## src/spd_pkg.sv

```systemverilog
// Package of constants and types for the segment panel drive timing block
// How it works
// - The source clock is divided by a 16-bit prescaler by two to the power of a 4-bit exponent, ratio 1 to 32768.
// - The prescaled clock is divided again by sixteen plus a 4-bit fine offset, a factor of 16 to 31, giving the panel clock.
// - Each panel clock outside dead time steps one backplane phase, so a frame lasts as many phases as the duty setting has commons.
// - A blink prescaler counts frames and its rate is picked by a 3-bit select from 0 to 7.
// - With external supply selected, up to seven dead phases follow each frame pair with backplane and segments low.
// - With internal supply selected, an eight-step contrast level is passed to the booster.
// - Setting the drive enable closes the ladder connect switch at once.
// - Clearing the drive enable keeps the switch closed until the even frame in progress ends, or in an odd frame or dead time, the next even frame.
// - With force and pulse length both zero the strong-drive signal stays open.
// - With force zero and nonzero pulse length, strong drive closes for that many pulses at each level change.
// - With force set the strong-drive signal is always closed.
// - A pixel memory holds one bit per pixel, one to light it.
// - The controller runs in every low power mode except halt, where it stops.
// - Odd and even frames alternate; the selected backplane is lowest in odd frames and highest in even frames.
package spd_pkg;
  localparam int SPD_PRESCALE_W = 16;
  localparam int SPD_FINE_BASE = 16;
  localparam int SPD_NUM_COMMONS = 8;
  localparam int SPD_NUM_SEGMENTS = 40;
  localparam int SPD_ADDR_W = 3;
  localparam logic [15:0] SPD_PRESCALE_RST = 16'h0000;
  localparam logic [4:0] SPD_FINE_RST = 5'h00;
  localparam logic [3:0] SPD_BLINK_RST = 4'h0;
  localparam logic [2:0] SPD_PULSE_RST = 3'h0;
  localparam logic [2:0] SPD_DEAD_RST = 3'h0;
  localparam logic [2:0] SPD_PHASE_RST = 3'h0;

  typedef enum logic [2:0] {
    SPD_DUTY_STATIC = 3'h0,
    SPD_DUTY_HALF = 3'h1,
    SPD_DUTY_THIRD = 3'h2,
    SPD_DUTY_QUARTER = 3'h3,
    SPD_DUTY_EIGHTH = 3'h4
  } spd_duty_t;

  typedef enum logic [1:0] {
    SPD_ST_OFF = 2'b00,
    SPD_ST_DRIVE = 2'b01,
    SPD_ST_DEAD = 2'b11,
    SPD_ST_DRAIN = 2'b10
  } spd_state_t;
endpackage

```

## src/spd_mem_if.sv

```systemverilog
// Interface between the controller and its pixel memory
`timescale 1ns/1ps
interface spd_mem_if #(parameter int AW = 3, parameter int DW = 40);
  logic we;
  logic [AW-1:0] waddr;
  logic [DW-1:0] wdata;
  logic [AW-1:0] raddr;
  logic [DW-1:0] rdata;
  modport ctrl (output we, output waddr, output wdata, output raddr, input rdata);
  modport mem (input we, input waddr, input wdata, input raddr, output rdata);
endinterface

```

## src/spd_pixel_mem.sv

```systemverilog
// Pixel memory, one row per backplane line, registered read
`timescale 1ns/1ps
module spd_pixel_mem import spd_pkg::*; #(
  parameter int ROWS = SPD_NUM_COMMONS,
  parameter int AW = SPD_ADDR_W,
  parameter int DW = SPD_NUM_SEGMENTS
) (
  // Clock
  input wire logic ref_clk,
  // Access
  spd_mem_if.mem port
);
  logic [DW-1:0] pixel_memory [ROWS];
  logic [DW-1:0] rdata_r;

  always_ff @(posedge ref_clk) begin
    if (port.we) begin
      pixel_memory[port.waddr] <= port.wdata;
    end
  end

  always_ff @(posedge ref_clk) begin
    rdata_r <= pixel_memory[port.raddr];
  end

  assign port.rdata = rdata_r;
endmodule // spd_pixel_mem

```

## src/spd_panel_timing.sv

```systemverilog
// Top of the segment panel drive timing block
`timescale 1ns/1ps
module spd_panel_timing import spd_pkg::*; #(
  parameter int COMMONS = SPD_NUM_COMMONS,
  parameter int SEGMENTS = SPD_NUM_SEGMENTS
) (
  // Clock and reset
  input wire logic ref_clk,
  input wire logic rst_b,
  // Configuration
  input wire logic panel_drive_enable,
  input wire logic [3:0] prescale_exponent,
  input wire logic [3:0] fine_offset,
  input wire logic [2:0] duty_select,
  input wire logic [2:0] blink_rate_select,
  input wire logic supply_external,
  input wire logic [2:0] dead_time_phases,
  input wire logic [2:0] contrast_step,
  input wire logic [2:0] pulse_on_length,
  input wire logic strong_drive_force,
  input wire logic halt_mode,
  // Pixel memory write
  input wire logic pixel_we,
  input wire logic [SPD_ADDR_W-1:0] pixel_row,
  input wire logic [SEGMENTS-1:0] pixel_data,
  // Panel side
  output logic ladder_switch_closed,
  output logic strong_drive_closed,
  output logic [2:0] booster_level,
  output logic [SPD_ADDR_W-1:0] backplane_line,
  output logic even_frame,
  output logic dead_phase,
  output logic [SEGMENTS-1:0] segment_data,
  output logic blink_tick,
  output logic panel_clock
);
  // ----------------------------------------
  // Frequency generator
  // ----------------------------------------
  spd_state_t state_r;
  logic run;
  logic [SPD_PRESCALE_W-1:0] pre_cnt_r;
  logic [4:0] fine_cnt_r;
  logic ps_tick;
  logic phase_tick;
  logic [SPD_PRESCALE_W:0] pre_mask;
  logic [4:0] fine_max;

  // Halt stops the prescaler and every count it drives; other low power modes leave it running
  assign run = (state_r != SPD_ST_OFF) && !halt_mode;
  assign pre_mask = (17'h00001 << prescale_exponent) - 17'h00001;
  assign ps_tick = run && ((pre_cnt_r & pre_mask[SPD_PRESCALE_W-1:0]) == pre_mask[SPD_PRESCALE_W-1:0]);
  assign fine_max = 5'(SPD_FINE_BASE - 1) + {1'b0, fine_offset};
  assign phase_tick = ps_tick && (fine_cnt_r == fine_max);

  always_ff @(posedge ref_clk or negedge rst_b) begin
    if (!rst_b) begin
      pre_cnt_r <= SPD_PRESCALE_RST;
    end else if (state_r == SPD_ST_OFF) begin
      pre_cnt_r <= SPD_PRESCALE_RST;
    end else if (run) begin
      pre_cnt_r <= pre_cnt_r + 16'h0001;
    end
  end

  always_ff @(posedge ref_clk or negedge rst_b) begin
    if (!rst_b) begin
      fine_cnt_r <= SPD_FINE_RST;
    end else if (state_r == SPD_ST_OFF) begin
      fine_cnt_r <= SPD_FINE_RST;
    end else if (ps_tick) begin
      fine_cnt_r <= (fine_cnt_r == fine_max) ? SPD_FINE_RST : fine_cnt_r + 5'h01;
    end
  end

  always_ff @(posedge ref_clk or negedge rst_b) begin
    if (!rst_b) begin
      panel_clock <= 1'b0;
    end else begin
      panel_clock <= phase_tick;
    end
  end

  // ----------------------------------------
  // Frame sequencer
  // ----------------------------------------
  logic [2:0] phase_r;
  logic [2:0] last_phase;
  logic [2:0] dead_cnt_r;
  logic frame_end;

  always_comb begin
    unique case (duty_select)
      SPD_DUTY_HALF: last_phase = 3'h1;
      SPD_DUTY_THIRD: last_phase = 3'h2;
      SPD_DUTY_QUARTER: last_phase = 3'h3;
      SPD_DUTY_EIGHTH: last_phase = 3'h7;
      default: last_phase = 3'h0;
    endcase
  end

  assign frame_end = phase_tick && (state_r != SPD_ST_DEAD) && (phase_r == last_phase);

  always_ff @(posedge ref_clk or negedge rst_b) begin
    if (!rst_b) begin
      state_r <= SPD_ST_OFF;
    end else begin
      unique case (state_r)
        SPD_ST_OFF: if (panel_drive_enable) state_r <= SPD_ST_DRIVE;
        SPD_ST_DRIVE: begin
          // Cleared on the last tick of an even frame: open now, not a pair later
          if (!panel_drive_enable && frame_end && even_frame) begin
            state_r <= SPD_ST_OFF;
          end else if (!panel_drive_enable) begin
            state_r <= SPD_ST_DRAIN;
          end else if (frame_end && even_frame && supply_external && dead_time_phases != 3'h0) begin
            state_r <= SPD_ST_DEAD;
          end
        end
        SPD_ST_DEAD: begin
          // Dead time cut short; the switch still opens only after an even frame
          if (!panel_drive_enable) begin
            state_r <= SPD_ST_DRAIN;
          end else if (phase_tick && dead_cnt_r == dead_time_phases) begin
            state_r <= SPD_ST_DRIVE;
          end
        end
        SPD_ST_DRAIN: begin
          if (panel_drive_enable) begin
            state_r <= SPD_ST_DRIVE;
          end else if (frame_end && even_frame) begin
            state_r <= SPD_ST_OFF;
          end
        end
      endcase
    end
  end

  always_ff @(posedge ref_clk or negedge rst_b) begin
    if (!rst_b) begin
      phase_r <= SPD_PHASE_RST;
      even_frame <= 1'b0;
    end else if (state_r == SPD_ST_OFF) begin
      phase_r <= SPD_PHASE_RST;
      even_frame <= 1'b0;
    end else if (frame_end) begin
      phase_r <= SPD_PHASE_RST;
      even_frame <= !even_frame;
    end else if (phase_tick && state_r != SPD_ST_DEAD) begin
      phase_r <= phase_r + 3'h1;
    end
  end

  always_ff @(posedge ref_clk or negedge rst_b) begin
    if (!rst_b) begin
      dead_cnt_r <= SPD_DEAD_RST;
    end else if (state_r != SPD_ST_DEAD) begin
      dead_cnt_r <= 3'h1;
    end else if (phase_tick) begin
      dead_cnt_r <= dead_cnt_r + 3'h1;
    end
  end

  always_ff @(posedge ref_clk or negedge rst_b) begin
    if (!rst_b) begin
      ladder_switch_closed <= 1'b0;
      dead_phase <= 1'b0;
      backplane_line <= SPD_PHASE_RST;
      booster_level <= 3'h0;
    end else begin
      ladder_switch_closed <= panel_drive_enable || (state_r != SPD_ST_OFF && !(frame_end && even_frame));
      dead_phase <= state_r == SPD_ST_DEAD;
      backplane_line <= phase_r;
      booster_level <= supply_external ? 3'h0 : contrast_step;
    end
  end

  // ----------------------------------------
  // Pixel memory and segment data
  // ----------------------------------------
  spd_mem_if #(.AW(SPD_ADDR_W), .DW(SEGMENTS)) mem_bus ();

  assign mem_bus.we = pixel_we;
  assign mem_bus.waddr = pixel_row;
  assign mem_bus.wdata = pixel_data;
  assign mem_bus.raddr = phase_r;

  spd_pixel_mem #(.ROWS(COMMONS), .AW(SPD_ADDR_W), .DW(SEGMENTS)) u_mem (
    .ref_clk(ref_clk),
    .port(mem_bus.mem)
  );

  // Dead phases drive all segments low alongside the backplane
  always_ff @(posedge ref_clk or negedge rst_b) begin
    if (!rst_b) begin
      segment_data <= '0;
    end else begin
      segment_data <= (state_r == SPD_ST_DEAD || state_r == SPD_ST_OFF) ? '0 : mem_bus.rdata;
    end
  end

  // ----------------------------------------
  // Blink prescaler and strong drive
  // ----------------------------------------
  logic [7:0] blink_cnt_r;
  logic [7:0] blink_mask;
  logic [2:0] pulse_cnt_r;

  assign blink_mask = (8'h02 << blink_rate_select) - 8'h01;

  always_ff @(posedge ref_clk or negedge rst_b) begin
    if (!rst_b) begin
      blink_cnt_r <= 8'h00;
      blink_tick <= 1'b0;
    end else if (state_r == SPD_ST_OFF) begin
      blink_cnt_r <= 8'h00;
      blink_tick <= 1'b0;
    end else begin
      blink_tick <= frame_end && ((blink_cnt_r & blink_mask) == blink_mask);
      if (frame_end) blink_cnt_r <= blink_cnt_r + 8'h01;
    end
  end

  // Each phase step is a level change; pulses count prescaled ticks
  always_ff @(posedge ref_clk or negedge rst_b) begin
    if (!rst_b) begin
      pulse_cnt_r <= SPD_PULSE_RST;
    end else if (state_r == SPD_ST_OFF) begin
      pulse_cnt_r <= SPD_PULSE_RST;
    end else if (phase_tick) begin
      pulse_cnt_r <= pulse_on_length;
    end else if (ps_tick && pulse_cnt_r != 3'h0) begin
      pulse_cnt_r <= pulse_cnt_r - 3'h1;
    end
  end

  always_ff @(posedge ref_clk or negedge rst_b) begin
    if (!rst_b) begin
      strong_drive_closed <= 1'b0;
    end else begin
      strong_drive_closed <= strong_drive_force || (pulse_on_length != 3'h0 && pulse_cnt_r != 3'h0);
    end
  end
endmodule // spd_panel_timing

```

## config.mk

```make
export PLATFORM = sky130hd
export DESIGN_NAME = spd_panel_timing
export DESIGN_NICKNAME = d
export VERILOG_FILES = /design/src/spd_pkg.sv /design/src/spd_mem_if.sv /design/src/spd_pixel_mem.sv /design/src/spd_panel_timing.sv
export SDC_FILE = /design/constraint.sdc
export NUM_CORES = 1
export LEC_CHECK = 0
export BUFFER_PORTS_ARGS = -buffer_cell sky130_fd_sc_hd__buf_2
export CAP_MARGIN = 5
export CORE_MARGIN = 2
export CORE_UTILIZATION = 64
export DETAILED_ROUTE_END_ITERATION = 16
export PLACE_DENSITY = 0.84
export SETUP_SLACK_MARGIN = 0.3
export SLEW_MARGIN = 20
export SYNTH_ARGS = -nofsm -noshare
export SYNTH_HDL_FRONTEND = slang
export SYNTH_SLANG_ARGS = --single-unit
```

## constraint.sdc

```tcl
create_clock -name ref_clk -period 6.1 [get_ports ref_clk]
set_input_delay 0.305 -clock ref_clk [delete_from_list [all_inputs] [get_ports ref_clk]]
set_output_delay 0.305 -clock ref_clk [all_outputs]
set_load 0.05 [all_outputs]
```

==> qor.csv, run 1 <==
stage,metric,value,unit
run_status,status,"finished, final reports clean",
final_layout,final std cells w/o fill,1473,
yosys,Cells after Synth,946,
yosys,Synth Register Bits,451,
timing,achievable clock frequency,0.324,GHz
yosys,"area leader, netlist",edfxtp_1,
critical_path,Worst EP arrival,3.53,ns
final_layout,layout cells sized above 1,31.1,%
yosys,compound-gate portion of the synthesized area,3.40,%
final_layout,filler instances,1508,
yosys,syn nets,1033,
yosys,post-synthesis simple-gate area fraction,6.29,%
yosys,post-synth cell types,67,
die,Die Area,28500,sq um
final_layout,Syn-to-layout area delta,14.3,%
yosys,largest cells by area after synthesis,"edfxtp_1, dfrtp_1, mux4_2, dfxtp_1, mux2_2",
yosys,Main synth FF type,edfxtp_1,
global_route,number of global-route vias before repair,9261,
critical_path,CP required,6.54,ns
final_layout,most frequent cells in the layout,"edfxtp_1, buf_2, dfrtp_1",
drt,First-pass DRT Iterations,7,
global_route,largest net degree at the start of global routing,50,
pwr,PD cells,377,nW/um^2
pwr,Worst IR Drop VDD,0.423,mV
die,row count,60,
clock_tree,clk buf depth,3,
yosys,"FFs w/ async S/R, synth",20.2,%
yosys,mux cell area share after synthesis,13.4,%
drt,WL final,34200,um
drt,Final ANT Viol Nets,0,
clock_tree,setup bufs post-CTS,0,
placed_design,IO Port Bufs,124,
clock_tree,Clock Sinks,451,
final_layout,"most common cell after layout, fill and taps aside",edfxtp_1,
clock_tree,worst skew pair latency,0.55,ns
die,Ports,125,
timing,Max-slew headroom,38.7,%
yosys,Post-Synthesis Cell Area,17400,sq um
global_route,GR Overflow Total,0,
hold_path,Hold Path Class,input pin to flop,
yosys,largest family of logic cells by synthesized area,multiplexers,
drt,Avg Vias per Cell,6.17,
clock_tree,"Reg clk slew, reported paths",0.06,ns
critical_path,crit path capture type,flop,
pwr,total chip power,7.48,mW
die,chip width,169,um
timing,final worst path period need,3.09,ns
die,initial core utilization,64.8,%
clock_tree,H-tree depth,2,
clock_tree,post-CTS sizing,0,
global_route,Overall Global Routing Usage,24.6,%
run,Max Cap Violations,0,
drt,Vias,9084,
yosys,share of the synthesized area in the top cell type,55.3,%
critical_path,CP startpoint kind,flop,
drt,detailed-route DRC error count,0,
timing,Least-Margin Pin Slew,0.919,ns
yosys,Avg Inst Size Synth,18.4,sq um
placed_design,gpl congestion,0.847,
clock_tree,TritonCTS buffer count,44,
timing,Fin. Hold Viols,0,
clock_tree,CTS tree,yes,
clock_tree,cell chosen for the clock root,clkbuf_16,
yosys,Ys Warns,0,
yosys,number of synthesized flops with an enable pin,320,
placed_design,placed cells,1381,
timing,Fin Clk Skew,0.0233,ns
die,Core Region,26800,sq um
critical_path,CP max FO,36,
timing,fin. max-slew vios,0,
yosys,Synth Area in Adders,1.01,%
die,Die Y,169,um
drt,initial DRC count,909,
drt,Routed WL per cell,23.2,um
yosys,sequential area share after synthesis,73.1,%
final_layout,NumNets Final,1180,
critical_path,critical path class,flop to flop,
global_route,wire length of the first global-routing pass,52700,um
timing,period utilization,50.6,%
pwr,Pleak,7.10,nW
yosys,Synth Area in XOR/XNOR,1.25,%
timing,TNS Setup,0,ns
timing,RSZ-0062 raised after global routing,false,
global_route,initial antenna violation count,4,
placed_design,post-detail-place hpwl,18500,um
timing,Finish-stage setup viols,0,
-- stage by stage --
step	cell area (sq um)	util [%]	hold WS, ns	setup WS, ns
after global routing	19900	74.1	0.00491	2.74
after floorplan	17400	-	0.00941	2.39
after global placement	18400	68.5	0.367	2.98
after detailed placement	18400	68.5	0.377	2.89
final	19900	74.1	0.0157	3.01
after CTS	19800	74.0	0.00321	3.03
-- cells by family (layout without fill, tap and decap cells) --
logic type	after synthesis	after routing
AND/OR/NAND/NOR	191	191
adder cells (fa/ha/maj)	14	14
buffers and inverters	62	245
flip-flops	451	451
AO/OA/AOI/OAI	78	78
other	0	3
XOR/XNOR	23	23
multiplexers	127	127
-- layout make-up --
cell class | instances | area, sq um | area share (%)
multi-input cells | 433 | 4460 | 22.4
clock buffers | 58 | 1200 | 6.07
repair buffers | 144 | 791 | 3.98
clock inverters | 24 | 200 | 1.01
inverters | 19 | 71.3 | 0.359
well taps | 341 | 427 | 2.15
flip-flops and latches | 451 | 12700 | 64.0
diodes | 3 | 7.51 | 0.0378
-- synthesized netlist by cell type, types with 2 or more instances --
library cell  number
and3_1             4
nand4_2            2
inv_1             19
xnor2_1           11
buf_4              2
o21bai_1           3
and4_1             3
or2_2              2
clkbuf_1          23
mux2_2            41
nor3b_1            2
mux2i_1            6
dfxtp_1           40
nor2_1            35
buf_2             13
a221oi_2           2
or3_1              7
and2_1            44
a2bb2oi_1          2
mux4_2            80
a31oi_1            3
nand2_1           24
o311ai_0           3
a21oi_1           20
a31o_2             2
buf_1              2
xor2_1            11
o21ai_0           14
a2111oi_0          2
or4_1              5
ha_1              14
nor4_1             3
o311ai_1           2
nor2b_1           15
nor4b_1            5
nor3_1            10
o221ai_1           2
dfrtp_1           91
buf_6              3
o31ai_1            7
nand3_1           12
a221o_1            5
nand2b_1           7
edfxtp_1         320
-- routing by layer --
layer  vias up  wire (um)  track usage [%]
met1      4650      13700             33.3
met3        65       2320             4.49
met4         2        746             7.12
met5         -         11                0
met2       374      17400             41.6
li1       3993          -                -
-- timing repair --
| item | in CTS | in global routing |
|---|---|---|
| hold buffers | 7 | 0 |
| hold endpoints to repair | 58 | 0 |
| setup endpoints to repair | 0 | 0 |
-- report_power, final --
part           leakage [nW]  internal, mW  switching, mW  total (mW)
logic                  1.97         0.312          0.939        1.25
registers              4.44          3.52         0.0875        3.61
clock network         0.690          1.49           1.13        2.62
-- path summary, 6_finish.rpt --
kind,from,to,slack [ns],depth (start not counted)
max in group asynchronous,rst_b,mem_bus.raddr[0],4.61,3
worst max register to register,state_r[0],mem_bus.raddr[1],3.01,8
worst max-delay path,state_r[0],mem_bus.raddr[1],3.01,8
min in group asynchronous,rst_b,pre_cnt_r[14],0.34,2
worst min-delay path,contrast_step[2],booster_level[2],0.02,2
worst min register to register,u_mem.port.rdata[27],segment_data[27],0.43,1
-- state kept, by name, summed over array words and instances, names as in the netlist, 2 cells and up --
name and cells:
u_mem.pixel_memory 320, segment_data 40, u_mem.port.rdata 40, pre_cnt_r 15, blink_cnt_r 8, fine_cnt_r 5, backplane_line 3, booster_level 3
dead_cnt_r 3, mem_bus.raddr 3, pulse_cnt_r 3, state_r 2
-- worst max-delay path: stages, from the launching register on --
cell and delay [ns]:
dfrtp_1 0.37, inv_1 0.09, ha_2 0.43, or2_1 0.35, a2111oi_4 0.32, o31a_2 0.23
nand4_2 0.42, or4b_1 0.63, a21oi_1 0.16
Note: power is estimated with default switching activity, not from simulation.
==> inputs of run 2 (changes only) <==
- CORE_UTILIZATION: 64 -> 54
- PLACE_DENSITY: 0.84 -> 0.75
- clock period: 6.1 -> 2.75 ns (I/O delays scaled with it)
==> run 2 against run 1 <==
Net effect: die area up 18%; sequential share of layout area fell by 2.6 points; setup slack lost 2.6 ns; first-iteration DRC count decreased by 27%; global-route usage fell by 4.4 points.
==> qor.csv, run 2 (same netlist as run 1, synthesis figures left out) <==
stage,metric,value,unit,change
run_status,status,"finished, final reports clean",,
critical_path,CP startpoint kind,flop,,
drt,Avg Vias per Cell,5.74,,-7.0%
placed_design,placed cells,1454,,+5.3%
clock_tree,worst skew pair latency,0.55,ns,about the same
die,initial core utilization,54.9,%,-9.9 points
drt,WL final,33200,um,-2.8%
placed_design,post-detail-place hpwl,18100,um,-1.8%
pwr,Worst IR Drop VDD,0.752,mV,+78%
global_route,GR Overflow Total,0,,unchanged
pwr,Combinational Power Share,17.2,%,+0.5 points
global_route,largest net degree at the start of global routing,83,,+66%
timing,RSZ-0062 raised after global routing,false,,
clock_tree,"Reg clk slew, reported paths",0.06,ns,about the same
final_layout,largest reg by FF count,u_mem.pixel_memory,,
final_layout,max FFs per register,320,,unchanged
placed_design,IO Port Bufs,124,,unchanged
timing,Finish-stage setup viols,0,,unchanged
final_layout,final std cells w/o fill,1600,,+8.6%
die,chip width,183,um,+8.7%
global_route,wire length of the first global-routing pass,51700,um,-1.8%
critical_path,crit path capture type,flop,,
hold_path,Hold Path Class,input pin to flop,,
timing,fin. max-slew vios,0,,unchanged
die,Ports,125,,unchanged
die,Core Region,31600,sq um,+18%
timing,Max-slew headroom,54.3,%,+16 points
placed_design,gpl congestion,0.805,,-4.9%
clock_tree,H-tree depth,2,,unchanged
drt,Final ANT Viol Nets,0,,unchanged
timing,achievable clock frequency,0.429,GHz,+32%
final_layout,NumNets Final,1247,,+5.7%
pwr,PD cells,804,nW/um^2,+110%
clock_tree,CTS tree,yes,,
die,Die Area,33600,sq um,+18%
clock_tree,TritonCTS buffer count,45,,+2.3%
timing,final worst path period need,2.33,ns,-0.755 ns
final_layout,"most common cell after layout, fill and taps aside",edfxtp_1,,
placed_design,Placed Area,18600,sq um,+1.3%
final_layout,most frequent cells in the layout,"edfxtp_1, buf_2, dfrtp_1",,
drt,initial DRC count,664,,-27%
die,row count,65,,+8.3%
critical_path,critical path class,flop to flop,,
drt,Routed WL per cell,20.8,um,-11%
drt,detailed-route DRC error count,0,,unchanged
drt,Vias,9177,,+1.0%
pwr,switching share of power,28.6,%,-0.23 points
critical_path,CP max FO,8,,-78%
pwr,internal power,11.9,mW,+120%
run,Max Cap Violations,0,,unchanged
die,Die Y,183,um,+8.7%
clock_tree,clk buf depth,3,,unchanged
timing,Least-Margin Pin Slew,0.685,ns,-0.234 ns
clock_tree,cell chosen for the clock root,clkbuf_16,,
clock_tree,Clock Sinks,451,,unchanged
critical_path,Worst EP arrival,2.79,ns,-0.74 ns
critical_path,CP required,3.21,ns,-3.33 ns
timing,Fin. Hold Viols,0,,unchanged
drt,First-pass DRT Iterations,5,,-2
pwr,Pleak,7.44,nW,+4.8%
timing,TNS Setup,0,ns,unchanged
pwr,Sw Pwr,4.76,mW,+120%
global_route,number of global-route vias before repair,9401,,+1.5%
final_layout,layout cells sized above 1,31.7,%,+0.57 points
timing,Fin Clk Skew,0.0243,ns,+0.00107 ns
final_layout,Syn-to-layout area delta,19.2,%,
global_route,Overall Global Routing Usage,20.2,%,-4.4 points
timing,period utilization,84.8,%,+34 points
pwr,Seq pwr share,48.1,%,about the same
final_layout,cell area after layout,20700,sq um,+4.2%
global_route,initial antenna violation count,1,,-3
pwr,total chip power,16.6,mW,+120%
pwr,Clock power frac,34.7,%,-0.3 points
==> run 2: critical path, stage by stage (launching register included) <==
cell,delay (ns)
dfrtp_4,0.49
xor2_1,0.15
or4_4,0.50
a21oi_4,0.27
nand4_4,0.18
or4_4,0.51
a21oi_2,0.15
==> run 2: power groups by stage <==
stage / clock network, mW / logic [mW] / registers (mW)
global placement: 0 / 2.76 / 8.12
detailed placement: 0 / 2.79 / 8.13
global route: 6.16 / 3.05 / 8.05
CTS: 5.91 / 2.87 / 8.00
finish: 5.77 / 2.86 / 8.00
floorplan: 0 / 0.853 / 9.20
==> run 2: layout make-up <==
type                            instances  area (sq um)
Antenna cell                            1          2.50
Clock buffer                           62          1250
Clock inverter                         22           163
Fill cell                            2106         10900
Inverter                               19          71.3
Multi-Input combinational cell        434          4540
Sequential cell                       451         12700
Tap cell                              402           503
Timing Repair Buffer                  209          1460
==> run 2: path summary, 6_finish.rpt <==
kind / startpoint / endpoint / slack, ns / cells after the start
min: blink_rate_select[1] / blink_tick / 0.09 / 4
max reg2reg: mem_bus.raddr[1] / blink_cnt_r[7] / 0.42 / 6
min reg2reg: u_mem.port.rdata[3] / segment_data[3] / 0.43 / 1
max in group asynchronous: rst_b / mem_bus.raddr[0] / 1.90 / 3
max: mem_bus.raddr[1] / blink_cnt_r[7] / 0.42 / 6
min in group asynchronous: rst_b / pre_cnt_r[11] / 0.15 / 2
==> run 2: routing by layer <==
metal  vias to the layer above  wire length (um)  GRT usage [%]  share of wire [%]
li1                       4129                 -              -                  -
met1                      4682             14000           27.8                 42
met2                       312             16600           33.8                 50
met3                        54              2000           3.57                6.0
met4                         0               586           5.25                1.8
met5                         -                 0              0                  0
==> run 2: repair_timing <==
action,CTS,global route
hold buffers,53,0
hold endpoints to repair,372,0
endpoints found under the setup margin,12,44
pin swaps,0,3
gates resized for setup,4,12
buffers inserted,0,7
cloned,0,1
==> run 2: stage by stage <==
| stage | util [%] | hold slack, ns | worst slack [ns] |
|---|---|---|---|
| final | 65.4 | 0.0921 | 0.419 |
| after CTS | 65.1 | 0.0385 | 0.308 |
| after floorplan | - | -0.158 | 0.276 |
| after global routing | 65.4 | 0.125 | 0.326 |
| after detailed placement | 58.8 | 0.191 | 0.147 |
| after global placement | 58.8 | 0.185 | 0.184 |
